**src/hw/dccb_defs.svh**
```systemverilog
// Register offsets, field positions and reset values of the capture/compare block
`ifndef DCCB_DEFS_SVH
`define DCCB_DEFS_SVH
`define DCCB_AW 6
// Register word offsets: channel n registers at base + n*8
`define DCCB_OFS_COUNT 6'h00
`define DCCB_OFS_CCA 6'h01
`define DCCB_OFS_CCB 6'h02
`define DCCB_OFS_SHC 6'h03
`define DCCB_OFS_SHD 6'h04
`define DCCB_OFS_CTRL 6'h05
`define DCCB_OFS_STATUS 6'h06
`define DCCB_OFS_IEN 6'h07
`define DCCB_CH_STRIDE 6'h08
`define DCCB_OFS_FUNC 6'h10
`define DCCB_OFS_OMEN 6'h11
`define DCCB_OFS_POL 6'h12
`define DCCB_OFS_START 6'h13
// Channel control fields
`define DCCB_CT_CAPA 0
`define DCCB_CT_CAPB 1
`define DCCB_CT_BUFA 2
`define DCCB_CT_BUFB 3
`define DCCB_CT_CLRA 4
`define DCCB_CT_CLRB 5
`define DCCB_CT_CLRCAPB 6
// Status and enable fields
`define DCCB_ST_MFA 0
`define DCCB_ST_MFB 1
`define DCCB_ST_OVF 4
`define DCCB_ST_UDF 5
`define DCCB_ST_MASK 16'h0033
// Function control fields
`define DCCB_FN_CMD_LO 0
`define DCCB_FN_OLS_LO 4
`define DCCB_FN_OLS_HI 5
`define DCCB_FN_PWM0 6
`define DCCB_FN_PWM1 7
`define DCCB_RST_OMEN 16'h0001
`define DCCB_CNT_MAX 16'hFFFF
`define DCCB_CNT_ZERO 16'h0000
`endif

```
**src/hw/dccb_pkg.sv**
```systemverilog
// Types shared by the capture/compare block
package dccb_pkg;
  typedef enum logic [1:0] {DCCB_NORMAL, DCCB_RSVD, DCCB_RESET_PWM, DCCB_COMPL_PWM} dccb_mode_e;
  typedef enum {DCCB_IDLE, DCCB_T2_WRITE} dccb_bus_state_e;
  typedef struct packed {
    logic [5:0] addr;
    logic [15:0] data;
  } dccb_bus_req_s;
  typedef struct packed {
    logic [3:0] cap;
    logic [3:0] cmp;
  } dccb_pins_s;
endpackage
```
**src/hw/dccb_core.sv**
```systemverilog
// Two-channel 16-bit capture/compare timer with buffering, gating and flags
// Notes on behaviour
// - Compare match copies shadow into general register
// - Capture loads count, old value to shadow
// - Complementary: transfer at cycle match, ch1 underflow
// - Reset-sync: transfer only on ch0 A match
// - Shadow D >= cycle: transfer on underflow only
// - Shadow D zero: transfer on cycle match only
// - Master enable one hands pins to port
// - Low wake-up input sets master enable bit
// - Level select bits at zero invert reset-sync and complementary PWM outputs
// - Plain PWM polarity bits invert pins B-D
// - Interrupt when flag and enable both one
// - Match flagged at counter tick ending match
// - Capture sets flag and copies count together
// - Overflow flag on wrap from max to zero
// - Flag clears on zero write after reading one
// - Clear beats counter write in second state
// - Register write suppresses same-state compare match
// - Counter write beats increment, overflow still flagged
// - Read returns pre-capture register contents
// - Capture clear beats increment, old count captured
// - Capture beats register write in second state
// - A pairs with C, B pairs with D
// - Complementary: down after match, up after underflow
//
// The implementer's own choices: the register offsets and the strobed register port.
module dccb_core import dccb_pkg::*; (
  // Clock and reset
  input wire logic SYS_CLK,
  input wire logic RESET,
  // Register port
  input wire logic [5:0] ADDR,
  input wire logic [15:0] WDATA,
  input wire logic WR,
  input wire logic RD,
  output logic [15:0] RDATA,
  // Counter clock enable and capture inputs, per channel pins A and B
  input wire logic TICK,
  input wire logic [3:0] CAPTURE_IN,
  // Wake-up input
  input wire logic WAKEUP_INPUT_4_N,
  input wire logic WAKEUP_SEL,
  // General purpose port settings
  input wire logic [7:0] PORT_DIRECTION,
  input wire logic [7:0] PORT_DATA,
  // Pins: ch0 A-D then ch1 A-D
  output logic [7:0] PIN_OUT,
  output logic [7:0] PIN_OE,
  output logic TIMER_IRQ
);
  `include "dccb_defs.svh"

  logic [15:0] cnt_reg [2];
  logic [15:0] cca_reg [2];
  logic [15:0] ccb_reg [2];
  logic [15:0] shc_reg [2];
  logic [15:0] shd_reg [2];
  logic [15:0] ctrl_reg [2];
  logic [15:0] status_reg [2];
  logic [15:0] ien_reg [2];
  logic [15:0] seen_reg [2];
  logic [15:0] func_reg;
  logic [15:0] omen_reg;
  logic [15:0] pol_reg;
  logic [1:0] start_reg;
  logic [1:0] down_reg;
  logic [3:0] wave_reg [2];
  logic [15:0] rdata_reg;
  dccb_bus_state_e bus_state_reg;
  dccb_bus_req_s req_reg;

  // Selected channel and register of an address
  function automatic logic [2:0] reg_sel(input logic [5:0] a);
    reg_sel = a[2:0];
  endfunction
  function automatic logic hits(input logic [5:0] a, input int ch, input logic [5:0] ofs);
    hits = (a[5:3] == 3'(ch)) && (a[2:0] == ofs[2:0]);
  endfunction

  dccb_mode_e mode;
  assign mode = dccb_mode_e'(func_reg[`DCCB_FN_CMD_LO +: 2]);
  wire compl_mode = (mode == DCCB_COMPL_PWM);
  wire rsync_mode = (mode == DCCB_RESET_PWM);
  wire wr_t2 = (bus_state_reg == DCCB_T2_WRITE);

  // Per-channel event wires
  logic [1:0] tick_en, match_a, match_b, cap_a, cap_b, ovf, underflow_flag, clr;
  logic [15:0] cnt_next [2];
  logic [1:0] wr_cnt, wr_cca, wr_ccb;

  genvar g;
  generate
    for (g = 0; g < 2; g++) begin : g_ch
      wire run = start_reg[g] && TICK;
      assign tick_en[g] = run;
      wire a_is_cap = ctrl_reg[g][`DCCB_CT_CAPA] && !compl_mode && !rsync_mode;
      wire b_is_cap = ctrl_reg[g][`DCCB_CT_CAPB] && !compl_mode && !rsync_mode;
      assign wr_cnt[g] = wr_t2 && hits(req_reg.addr, g, `DCCB_OFS_COUNT);
      assign wr_cca[g] = wr_t2 && hits(req_reg.addr, g, `DCCB_OFS_CCA);
      assign wr_ccb[g] = wr_t2 && hits(req_reg.addr, g, `DCCB_OFS_CCB);
      // Match is flagged on the tick that ends the matching count
      // A register write in the same state suppresses it
      assign match_a[g] = run && !a_is_cap && (cnt_reg[g] == cca_reg[g]) && !wr_cca[g];
      assign match_b[g] = run && !b_is_cap && (cnt_reg[g] == ccb_reg[g]) && !wr_ccb[g];
      assign cap_a[g] = a_is_cap && CAPTURE_IN[2*g];
      assign cap_b[g] = b_is_cap && CAPTURE_IN[2*g+1];
      wire up_wrap = run && !down_reg[g] && (cnt_reg[g] == `DCCB_CNT_MAX);
      wire dn_wrap = run && down_reg[g] && (cnt_reg[g] == `DCCB_CNT_ZERO);
      assign ovf[g] = up_wrap;
      assign underflow_flag[g] = dn_wrap;
      assign clr[g] = !compl_mode && ((ctrl_reg[g][`DCCB_CT_CLRA] && match_a[g])
        || (ctrl_reg[g][`DCCB_CT_CLRB] && match_b[g])
        || (ctrl_reg[g][`DCCB_CT_CLRCAPB] && cap_b[g])
        || (rsync_mode && g == 0 && match_a[0]));
      // Clear beats write and increment; write beats increment
      always_comb begin
        if (clr[g]) begin
          cnt_next[g] = `DCCB_CNT_ZERO;
        end else if (wr_cnt[g]) begin
          cnt_next[g] = req_reg.data;
        end else if (run) begin
          cnt_next[g] = down_reg[g] ? cnt_reg[g] - 16'h0001 : cnt_reg[g] + 16'h0001;
        end else begin
          cnt_next[g] = cnt_reg[g];
        end
      end
    end
  endgenerate

  // Shadow-to-general transfer strobes
  wire cyc_match = match_a[0] && compl_mode;
  logic [1:0] xfer_a, xfer_b;
  wire d0_ge = shd_reg[0] >= cca_reg[0];
  wire d0_zero = shd_reg[0] == `DCCB_CNT_ZERO;
  wire compl_xfer = cyc_match || underflow_flag[1];
  always_comb begin
    for (int c = 0; c < 2; c++) begin
      if (compl_mode) begin
        xfer_a[c] = compl_xfer;
        xfer_b[c] = compl_xfer;
      end else if (rsync_mode) begin
        xfer_a[c] = match_a[0];
        xfer_b[c] = match_a[0];
      end else begin
        xfer_a[c] = match_a[c];
        xfer_b[c] = match_b[c];
      end
    end
    if (compl_mode && d0_ge) begin
      xfer_b[0] = underflow_flag[1];
    end else if (compl_mode && d0_zero) begin
      xfer_b[0] = cyc_match;
    end
  end

  // Bus: first state latches the request, second commits a write
  always_ff @(posedge SYS_CLK or posedge RESET) begin
    if (RESET) begin
      bus_state_reg <= DCCB_IDLE;
      req_reg <= '0;
    end else begin
      bus_state_reg <= WR ? DCCB_T2_WRITE : DCCB_IDLE;
      req_reg <= '{addr: ADDR, data: WDATA};
    end
  end

  // Read data is taken from register values before any capture this state
  logic [15:0] rd_mux;
  wire [2:0] rch = ADDR[5:3];
  wire rc = ADDR[3];
  always_comb begin
    rd_mux = 16'h0000;
    if (rch < 3'h2) begin
      unique case (reg_sel(ADDR))
        3'h0: rd_mux = cnt_reg[rc];
        3'h1: rd_mux = cca_reg[rc];
        3'h2: rd_mux = ccb_reg[rc];
        3'h3: rd_mux = shc_reg[rc];
        3'h4: rd_mux = shd_reg[rc];
        3'h5: rd_mux = ctrl_reg[rc];
        3'h6: rd_mux = status_reg[rc];
        3'h7: rd_mux = ien_reg[rc];
      endcase
    end else if (ADDR == `DCCB_OFS_FUNC) begin
      rd_mux = func_reg;
    end else if (ADDR == `DCCB_OFS_OMEN) begin
      rd_mux = omen_reg;
    end else if (ADDR == `DCCB_OFS_POL) begin
      rd_mux = pol_reg;
    end else if (ADDR == `DCCB_OFS_START) begin
      rd_mux = {14'h0000, start_reg};
    end
  end

  always_ff @(posedge SYS_CLK or posedge RESET) begin
    if (RESET) begin
      rdata_reg <= 16'h0000;
    end else if (RD) begin
      rdata_reg <= rd_mux;
    end
  end
  assign RDATA = rdata_reg;

  // Global registers
  wire wake_trip = WAKEUP_SEL && !WAKEUP_INPUT_4_N;
  always_ff @(posedge SYS_CLK or posedge RESET) begin
    if (RESET) begin
      func_reg <= 16'h0000;
      omen_reg <= `DCCB_RST_OMEN;
      pol_reg <= 16'h0000;
      start_reg <= 2'b00;
    end else begin
      if (wr_t2 && req_reg.addr == `DCCB_OFS_FUNC) func_reg <= req_reg.data;
      if (wake_trip) begin
        omen_reg[0] <= 1'b1;
      end else if (wr_t2 && req_reg.addr == `DCCB_OFS_OMEN) begin
        omen_reg <= {15'h0000, req_reg.data[0]};
      end
      if (wr_t2 && req_reg.addr == `DCCB_OFS_POL) pol_reg <= req_reg.data;
      if (wr_t2 && req_reg.addr == `DCCB_OFS_START) start_reg <= req_reg.data[1:0];
    end
  end

  // Per-channel registers
  always_ff @(posedge SYS_CLK or posedge RESET) begin
    if (RESET) begin
      for (int c = 0; c < 2; c++) begin
        cnt_reg[c] <= 16'h0000;
        cca_reg[c] <= 16'hFFFF;
        ccb_reg[c] <= 16'hFFFF;
        shc_reg[c] <= 16'hFFFF;
        shd_reg[c] <= 16'hFFFF;
        ctrl_reg[c] <= 16'h0000;
        status_reg[c] <= 16'h0000;
        ien_reg[c] <= 16'h0000;
        seen_reg[c] <= 16'h0000;
        wave_reg[c] <= 4'h0;
      end
      down_reg <= 2'b00;
    end else begin
      for (int c = 0; c < 2; c++) begin
        cnt_reg[c] <= cnt_next[c];
        // Capture wins over write old value moves to shadow
        if (cap_a[c]) begin
          cca_reg[c] <= cnt_reg[c];
          if (ctrl_reg[c][`DCCB_CT_BUFA]) shc_reg[c] <= cca_reg[c];
        end else if (ctrl_reg[c][`DCCB_CT_BUFA] && xfer_a[c]) begin
          cca_reg[c] <= shc_reg[c];
        end else if (wr_cca[c]) begin
          cca_reg[c] <= req_reg.data;
        end
        if (cap_b[c]) begin
          ccb_reg[c] <= cnt_reg[c];
          if (ctrl_reg[c][`DCCB_CT_BUFB]) shd_reg[c] <= ccb_reg[c];
        end else if (ctrl_reg[c][`DCCB_CT_BUFB] && xfer_b[c]) begin
          ccb_reg[c] <= shd_reg[c];
        end else if (wr_ccb[c]) begin
          ccb_reg[c] <= req_reg.data;
        end
        if (wr_t2 && hits(req_reg.addr, c, `DCCB_OFS_SHC) && !(cap_a[c] && ctrl_reg[c][`DCCB_CT_BUFA]))
          shc_reg[c] <= req_reg.data;
        if (wr_t2 && hits(req_reg.addr, c, `DCCB_OFS_SHD) && !(cap_b[c] && ctrl_reg[c][`DCCB_CT_BUFB]))
          shd_reg[c] <= req_reg.data;
        if (wr_t2 && hits(req_reg.addr, c, `DCCB_OFS_CTRL)) ctrl_reg[c] <= req_reg.data;
        if (wr_t2 && hits(req_reg.addr, c, `DCCB_OFS_IEN)) ien_reg[c] <= req_reg.data;
        // Remember flags read as one; a zero write clears only those
        if (RD && hits(ADDR, c, `DCCB_OFS_STATUS))
          seen_reg[c] <= status_reg[c];
        begin : flags
          logic [15:0] keep;
          logic [15:0] setv;
          keep = status_reg[c];
          if (wr_t2 && hits(req_reg.addr, c, `DCCB_OFS_STATUS))
            keep = status_reg[c] & (req_reg.data | ~seen_reg[c]);
          setv = 16'h0000;
          setv[`DCCB_ST_MFA] = match_a[c] || cap_a[c];
          setv[`DCCB_ST_MFB] = match_b[c] || cap_b[c];
          setv[`DCCB_ST_OVF] = ovf[c];
          setv[`DCCB_ST_UDF] = underflow_flag[c];
          status_reg[c] <= (keep | setv) & `DCCB_ST_MASK;
          if (wr_t2 && hits(req_reg.addr, c, `DCCB_OFS_STATUS)) seen_reg[c] <= 16'h0000;
        end
        // Waveforms: toggle on match, restart at clear
        if (clr[c]) wave_reg[c] <= 4'h0;
        else wave_reg[c] <= wave_reg[c] ^ {match_b[c], match_a[c], match_b[c], match_a[c]};
      end
      // Direction reversal in complementary mode
      if (!compl_mode) begin
        down_reg <= 2'b00;
      end else if (cyc_match) begin
        down_reg <= 2'b11;
      end else if (underflow_flag[1]) begin
        down_reg <= 2'b00;
      end
    end
  end

  // Interrupt request
  assign TIMER_IRQ = |(status_reg[0] & ien_reg[0]) || |(status_reg[1] & ien_reg[1]);

  // Output gating and polarity
  logic [7:0] raw_wave, shaped;
  wire pwm_sync = compl_mode || rsync_mode;
  wire [3:0] lvl = {func_reg[`DCCB_FN_OLS_LO], func_reg[`DCCB_FN_OLS_HI],
                    func_reg[`DCCB_FN_OLS_LO], func_reg[`DCCB_FN_OLS_HI]};
  wire [1:0] plain_pwm = {func_reg[`DCCB_FN_PWM1], func_reg[`DCCB_FN_PWM0]};
  always_comb begin
    raw_wave = {wave_reg[1], wave_reg[0]};
    shaped = raw_wave;
    if (pwm_sync) begin
      shaped = raw_wave ^ {~lvl, ~lvl};
    end else begin
      for (int c = 0; c < 2; c++) begin
        if (plain_pwm[c]) shaped[4*c+1 +: 3] = raw_wave[4*c+1 +: 3] ^ pol_reg[4*c+1 +: 3];
      end
    end
  end
  wire disabled = omen_reg[0];
  // Port settings take the pins while the master bit is one
  assign PIN_OUT = disabled ? PORT_DATA : shaped;
  assign PIN_OE = disabled ? PORT_DIRECTION : 8'hFF;
endmodule // dccb_core

```
**config.mk**
```make
export PLATFORM = sky130hd
export DESIGN_NAME = dccb_core
export DESIGN_NICKNAME = d
export VERILOG_FILES = /design/src/hw/dccb_pkg.sv /design/src/hw/dccb_core.sv
export VERILOG_INCLUDE_DIRS = /design/src /design/src/hw
export SDC_FILE = /design/constraint.sdc
export NUM_CORES = 1
export LEC_CHECK = 0
export ABC_CLOCK_PERIOD_IN_PS = 10400
export BUFFER_PORTS_ARGS = -buffer_cell sky130_fd_sc_hd__clkbuf_2
export CAP_MARGIN = 20
export CORE_MARGIN = 5
export CORE_UTILIZATION = 28
export CTS_CLUSTER_SIZE = 16
export DETAILED_ROUTE_END_ITERATION = 12
export PLACE_DENSITY = 0.45
export SLEW_MARGIN = 20
export SYNTH_ARGS = -nofsm -noshare
export SYNTH_HDL_FRONTEND = slang
export SYNTH_SLANG_ARGS = --single-unit
```
**constraint.sdc**
```tcl
create_clock -name SYS_CLK -period 10.4 [get_ports SYS_CLK]
set_clock_uncertainty 0.05 [all_clocks]
set_input_delay 0 -clock SYS_CLK [delete_from_list [all_inputs] [get_ports SYS_CLK]]
set_output_delay 0 -clock SYS_CLK [all_outputs]
set_load 0.02 [all_outputs]
```
==> impl_metrics.json <==
{
  "route.detailed.drc": 0,
  "r2r_setup_slack_ns": 6.15,
  "cts_hold_buf": 28,
  "critical_path.cell_chain": "buf_4 > ha_1 > a21o_1 > a21o_1 > a2111oi_0 > nor3_1 > or3_1 > a41oi_1 > xnor2_1 > nand2_1 > a311oi_1",
  "cp_top_family": "compound AO/OA/AOI/OAI gates",
  "grt_pass1_wl_um": 116600,
  "fmax_mhz": 235.4,
  "arrival_ns": 4.65,
  "syn_area_per_cell_um2": 9.468,
  "dp_hpwl_um": 53330,
  "min_period_ns": 4.248,
  "finalNetCount": 2234,
  "cts_tree": "built",
  "drt-total-wl_um": 79360,
  "pin_count": 82,
  "status": "complete, no violations",
  "post_cts_resized": 0,
  "fin_tns_setup_ns": 0,
  "grt_pass1_vias": 17060,
  "vias": 17320,
  "setup.worst_path.end": "cnt_reg[13]",
  "root_buffer": "clkbuf_16",
  "synthCells": 2087,
  "synth_warnings": 0,
  "yosys_most_used_dff": "dfrtp_1",
  "fillers": 7178,
  "end_kind": "register",
  "num_rows": 97,
  "startpoint": "down_reg[0]",
  "power_density_nw_per_um2": 241.8,
  "crit_path_top_delay_cell": "dfrtp_1",
  "core_um2": 70030,
  "leakagePower_nw": 10.06,
  "antenna_found_initial": 5,
  "start_util_pct": 28.22,
  "syn_to_final_growth_pct": 16.32,
  "cts_made_buffers": 41,
  "grt_max_degree": 155,
  "postRouteAntennaNets": 0,
  "timing.rr.start": "down_reg[0]",
  "clkTransAtPathRegs_ns": 0.07,
  "fin_crit_sh_pct": 40.84,
  "setup_violations": 0,
  "crit_top_cell": "a21o_1",
  "path_class": "register to register",
  "post_cts.repair.setup_buffers": 0,
  "ys_async_sr_fraction_pct": 100.0,
  "finish.utilization_pct": 32.82,
  "slew_viol_final": 0,
  "hp-start": "WDATA[3]",
  "placed_cell_area_um2": 21290,
  "die_x_um": 275.6,
  "drive_gt1_share_pct": 22.78,
  "peakVddDrop_uv": 109.1,
  "slowest_delay_ns": 0.93,
  "path_buf_inv": 1,
  "clock-sinks": 323,
  "synth_seq_cells": 323,
  "wire_per_inst_um": 25.51,
  "syn_nets": 2182,
  "chipHeight_um": 275.6,
  "clk_latency_ns": 0.57,
  "grt_use_total_pct": 20.48,
  "drt_iter0_markers": 1829,
  "slew_headroom_pct": 23.00,
  "cts_buffer_depth": 3,
  "total_power_mw": 5.558,
  "path_max_fanout": 23,
  "synth_cell_types": 68,
  "routabilityCongestion": 0.9579,
  "cap_violations": 0,
  "worst-r2r-cell-count": 11,
  "hold_viol": 0,
  "hold_path_class": "primary input to register",
  "portBuffers": 81,
  "critical_path_depth": 11,
  "drt_first_pass_iters": 7,
  "global_route.overflow_total": 0,
  "netlist_area_um2": 19760,
  "r2r_end": "cnt_reg[13]",
  "startpoint_type": "register",
  "finalInstanceArea_um2": 22980,
  "via_per_inst": 5.567,
  "yosysSeqAreaShare_pct": 41.72,
  "die_area_um2": 75980,
  "synth_edf_count": 0,
  "htree_levels": 2,
  "worst_slew_pin_slew_ns": 1.155,
  "rsz0062_at_grt": "false",
  "crit_required_ns": 10.80
}
## synth_stat cells (41+ instances only)
library cell  number  area [µm²]
a21oi_1          163       815.8
a22oi_1           46       345.3
clkbuf_1         145       544.3
dfrtp_1          194        4855
dfstp_2          129        3390
ha_1              44       550.5
inv_1             41       153.9
mux2_2           109        1227
mux2i_1          145        1451
nand2_1          131       491.7
nor2_1           228       855.8
o21ai_0           95       475.5
xnor2_1           62       543.0
xor2_1            48       420.4
## cell families after synthesis
| group | share of synthesized area, % |
|---|---|
| multiplexers | 14.01 |
| AND/OR/NAND/NOR | 13.80 |
| XOR/XNOR | 4.876 |
| AO/OA/AOI/OAI | 18.17 |
| buffers and inverters | 4.433 |
| adder cells (fa/ha/maj) | 2.989 |
| flip-flops | 41.72 |
## report_power, final
part	internal (mW)	switching, mW
Sequential	1.76	0.499
Combinational	0.756	1.06
Clock	0.900	0.585
Total	3.42	2.14
## worst register-to-register path: cells and delay by family, from the launching register on
| family | cells | cell delay [ns] |
|---|---|---|
| xor+xnor | 1 | 0.17 |
| buf+inv | 1 | 0.41 |
| flops | 1 | 0.93 |
| simple gates | 3 | 0.64 |
| compound gates | 5 | 1.62 |
| fa+ha+maj | 1 | 0.31 |
## per-stage QoR
step | std cells | setup WS, ns | hold slack [ns]
6_report | 3111 | 6.152 | 0.02397
3_3_place_gp | 3006 | 6.223 | 0.05827
2_1_floorplan | 2087 | 1.622 | -0.01857
4_1_cts | 3107 | 6.176 | 0.003722
5_1_grt | 3111 | 5.881 | 0.02154
3_5_place_dp | 3006 | 6.252 | 0.05965
## cell usage in the layout, fill, tap and decap left out, types with 80 or more instances in the layout
| cell type | n |
|---|---|
| mux2i_1 | 145 |
| a21oi_1 | 162 |
| nand2_1 | 129 |
| nor2_1 | 225 |
| dfrtp_1 | 194 |
| buf_4 | 80 |
| dfstp_2 | 129 |
| mux2_2 | 109 |
| o21ai_0 | 95 |
| clkbuf_2 | 80 |
## how the worst min path moves through the flow
| stage | end | cells after the start | slack [ns] |
|---|---|---|---|
| 2_1_floorplan | bus_state_reg[0] | 0 | -0.02 |
| 3_3_place_gp | req_reg[0] | 1 | 0.06 |
| 3_5_place_dp | req_reg[1] | 1 | 0.06 |
| 4_1_cts | req_reg[3] | 2 | 0.004 |
| 5_1_grt | req_reg[3] | 2 | 0.02 |
| 6_report | req_reg[3] | 2 | 0.02 |
## cell type report
class,count,area [µm²],area share [%]
diodes,2,5.005,0.02178
clock buffers,61,1171,5.096
clock inverters,12,187.7,0.8166
inverters,41,161.4,0.7023
multi-input cells,1541,10710,46.58
flip-flops and latches,323,8244,35.87
well taps,940,1176,5.117
repair buffers,191,1331,5.792
## layer usage
metal	global-route usage (%)	wire, µm	up-vias	part of all wire (%)
met4	7.951	3012	0	3.8
li1	-	-	7726	-
met5	0	0	-	0
met1	28.42	35320	8765	45
met2	32.01	35690	682	45
met3	3.355	5338	146	6.7
No activity file was read; power rests on OpenSTA's default activity.
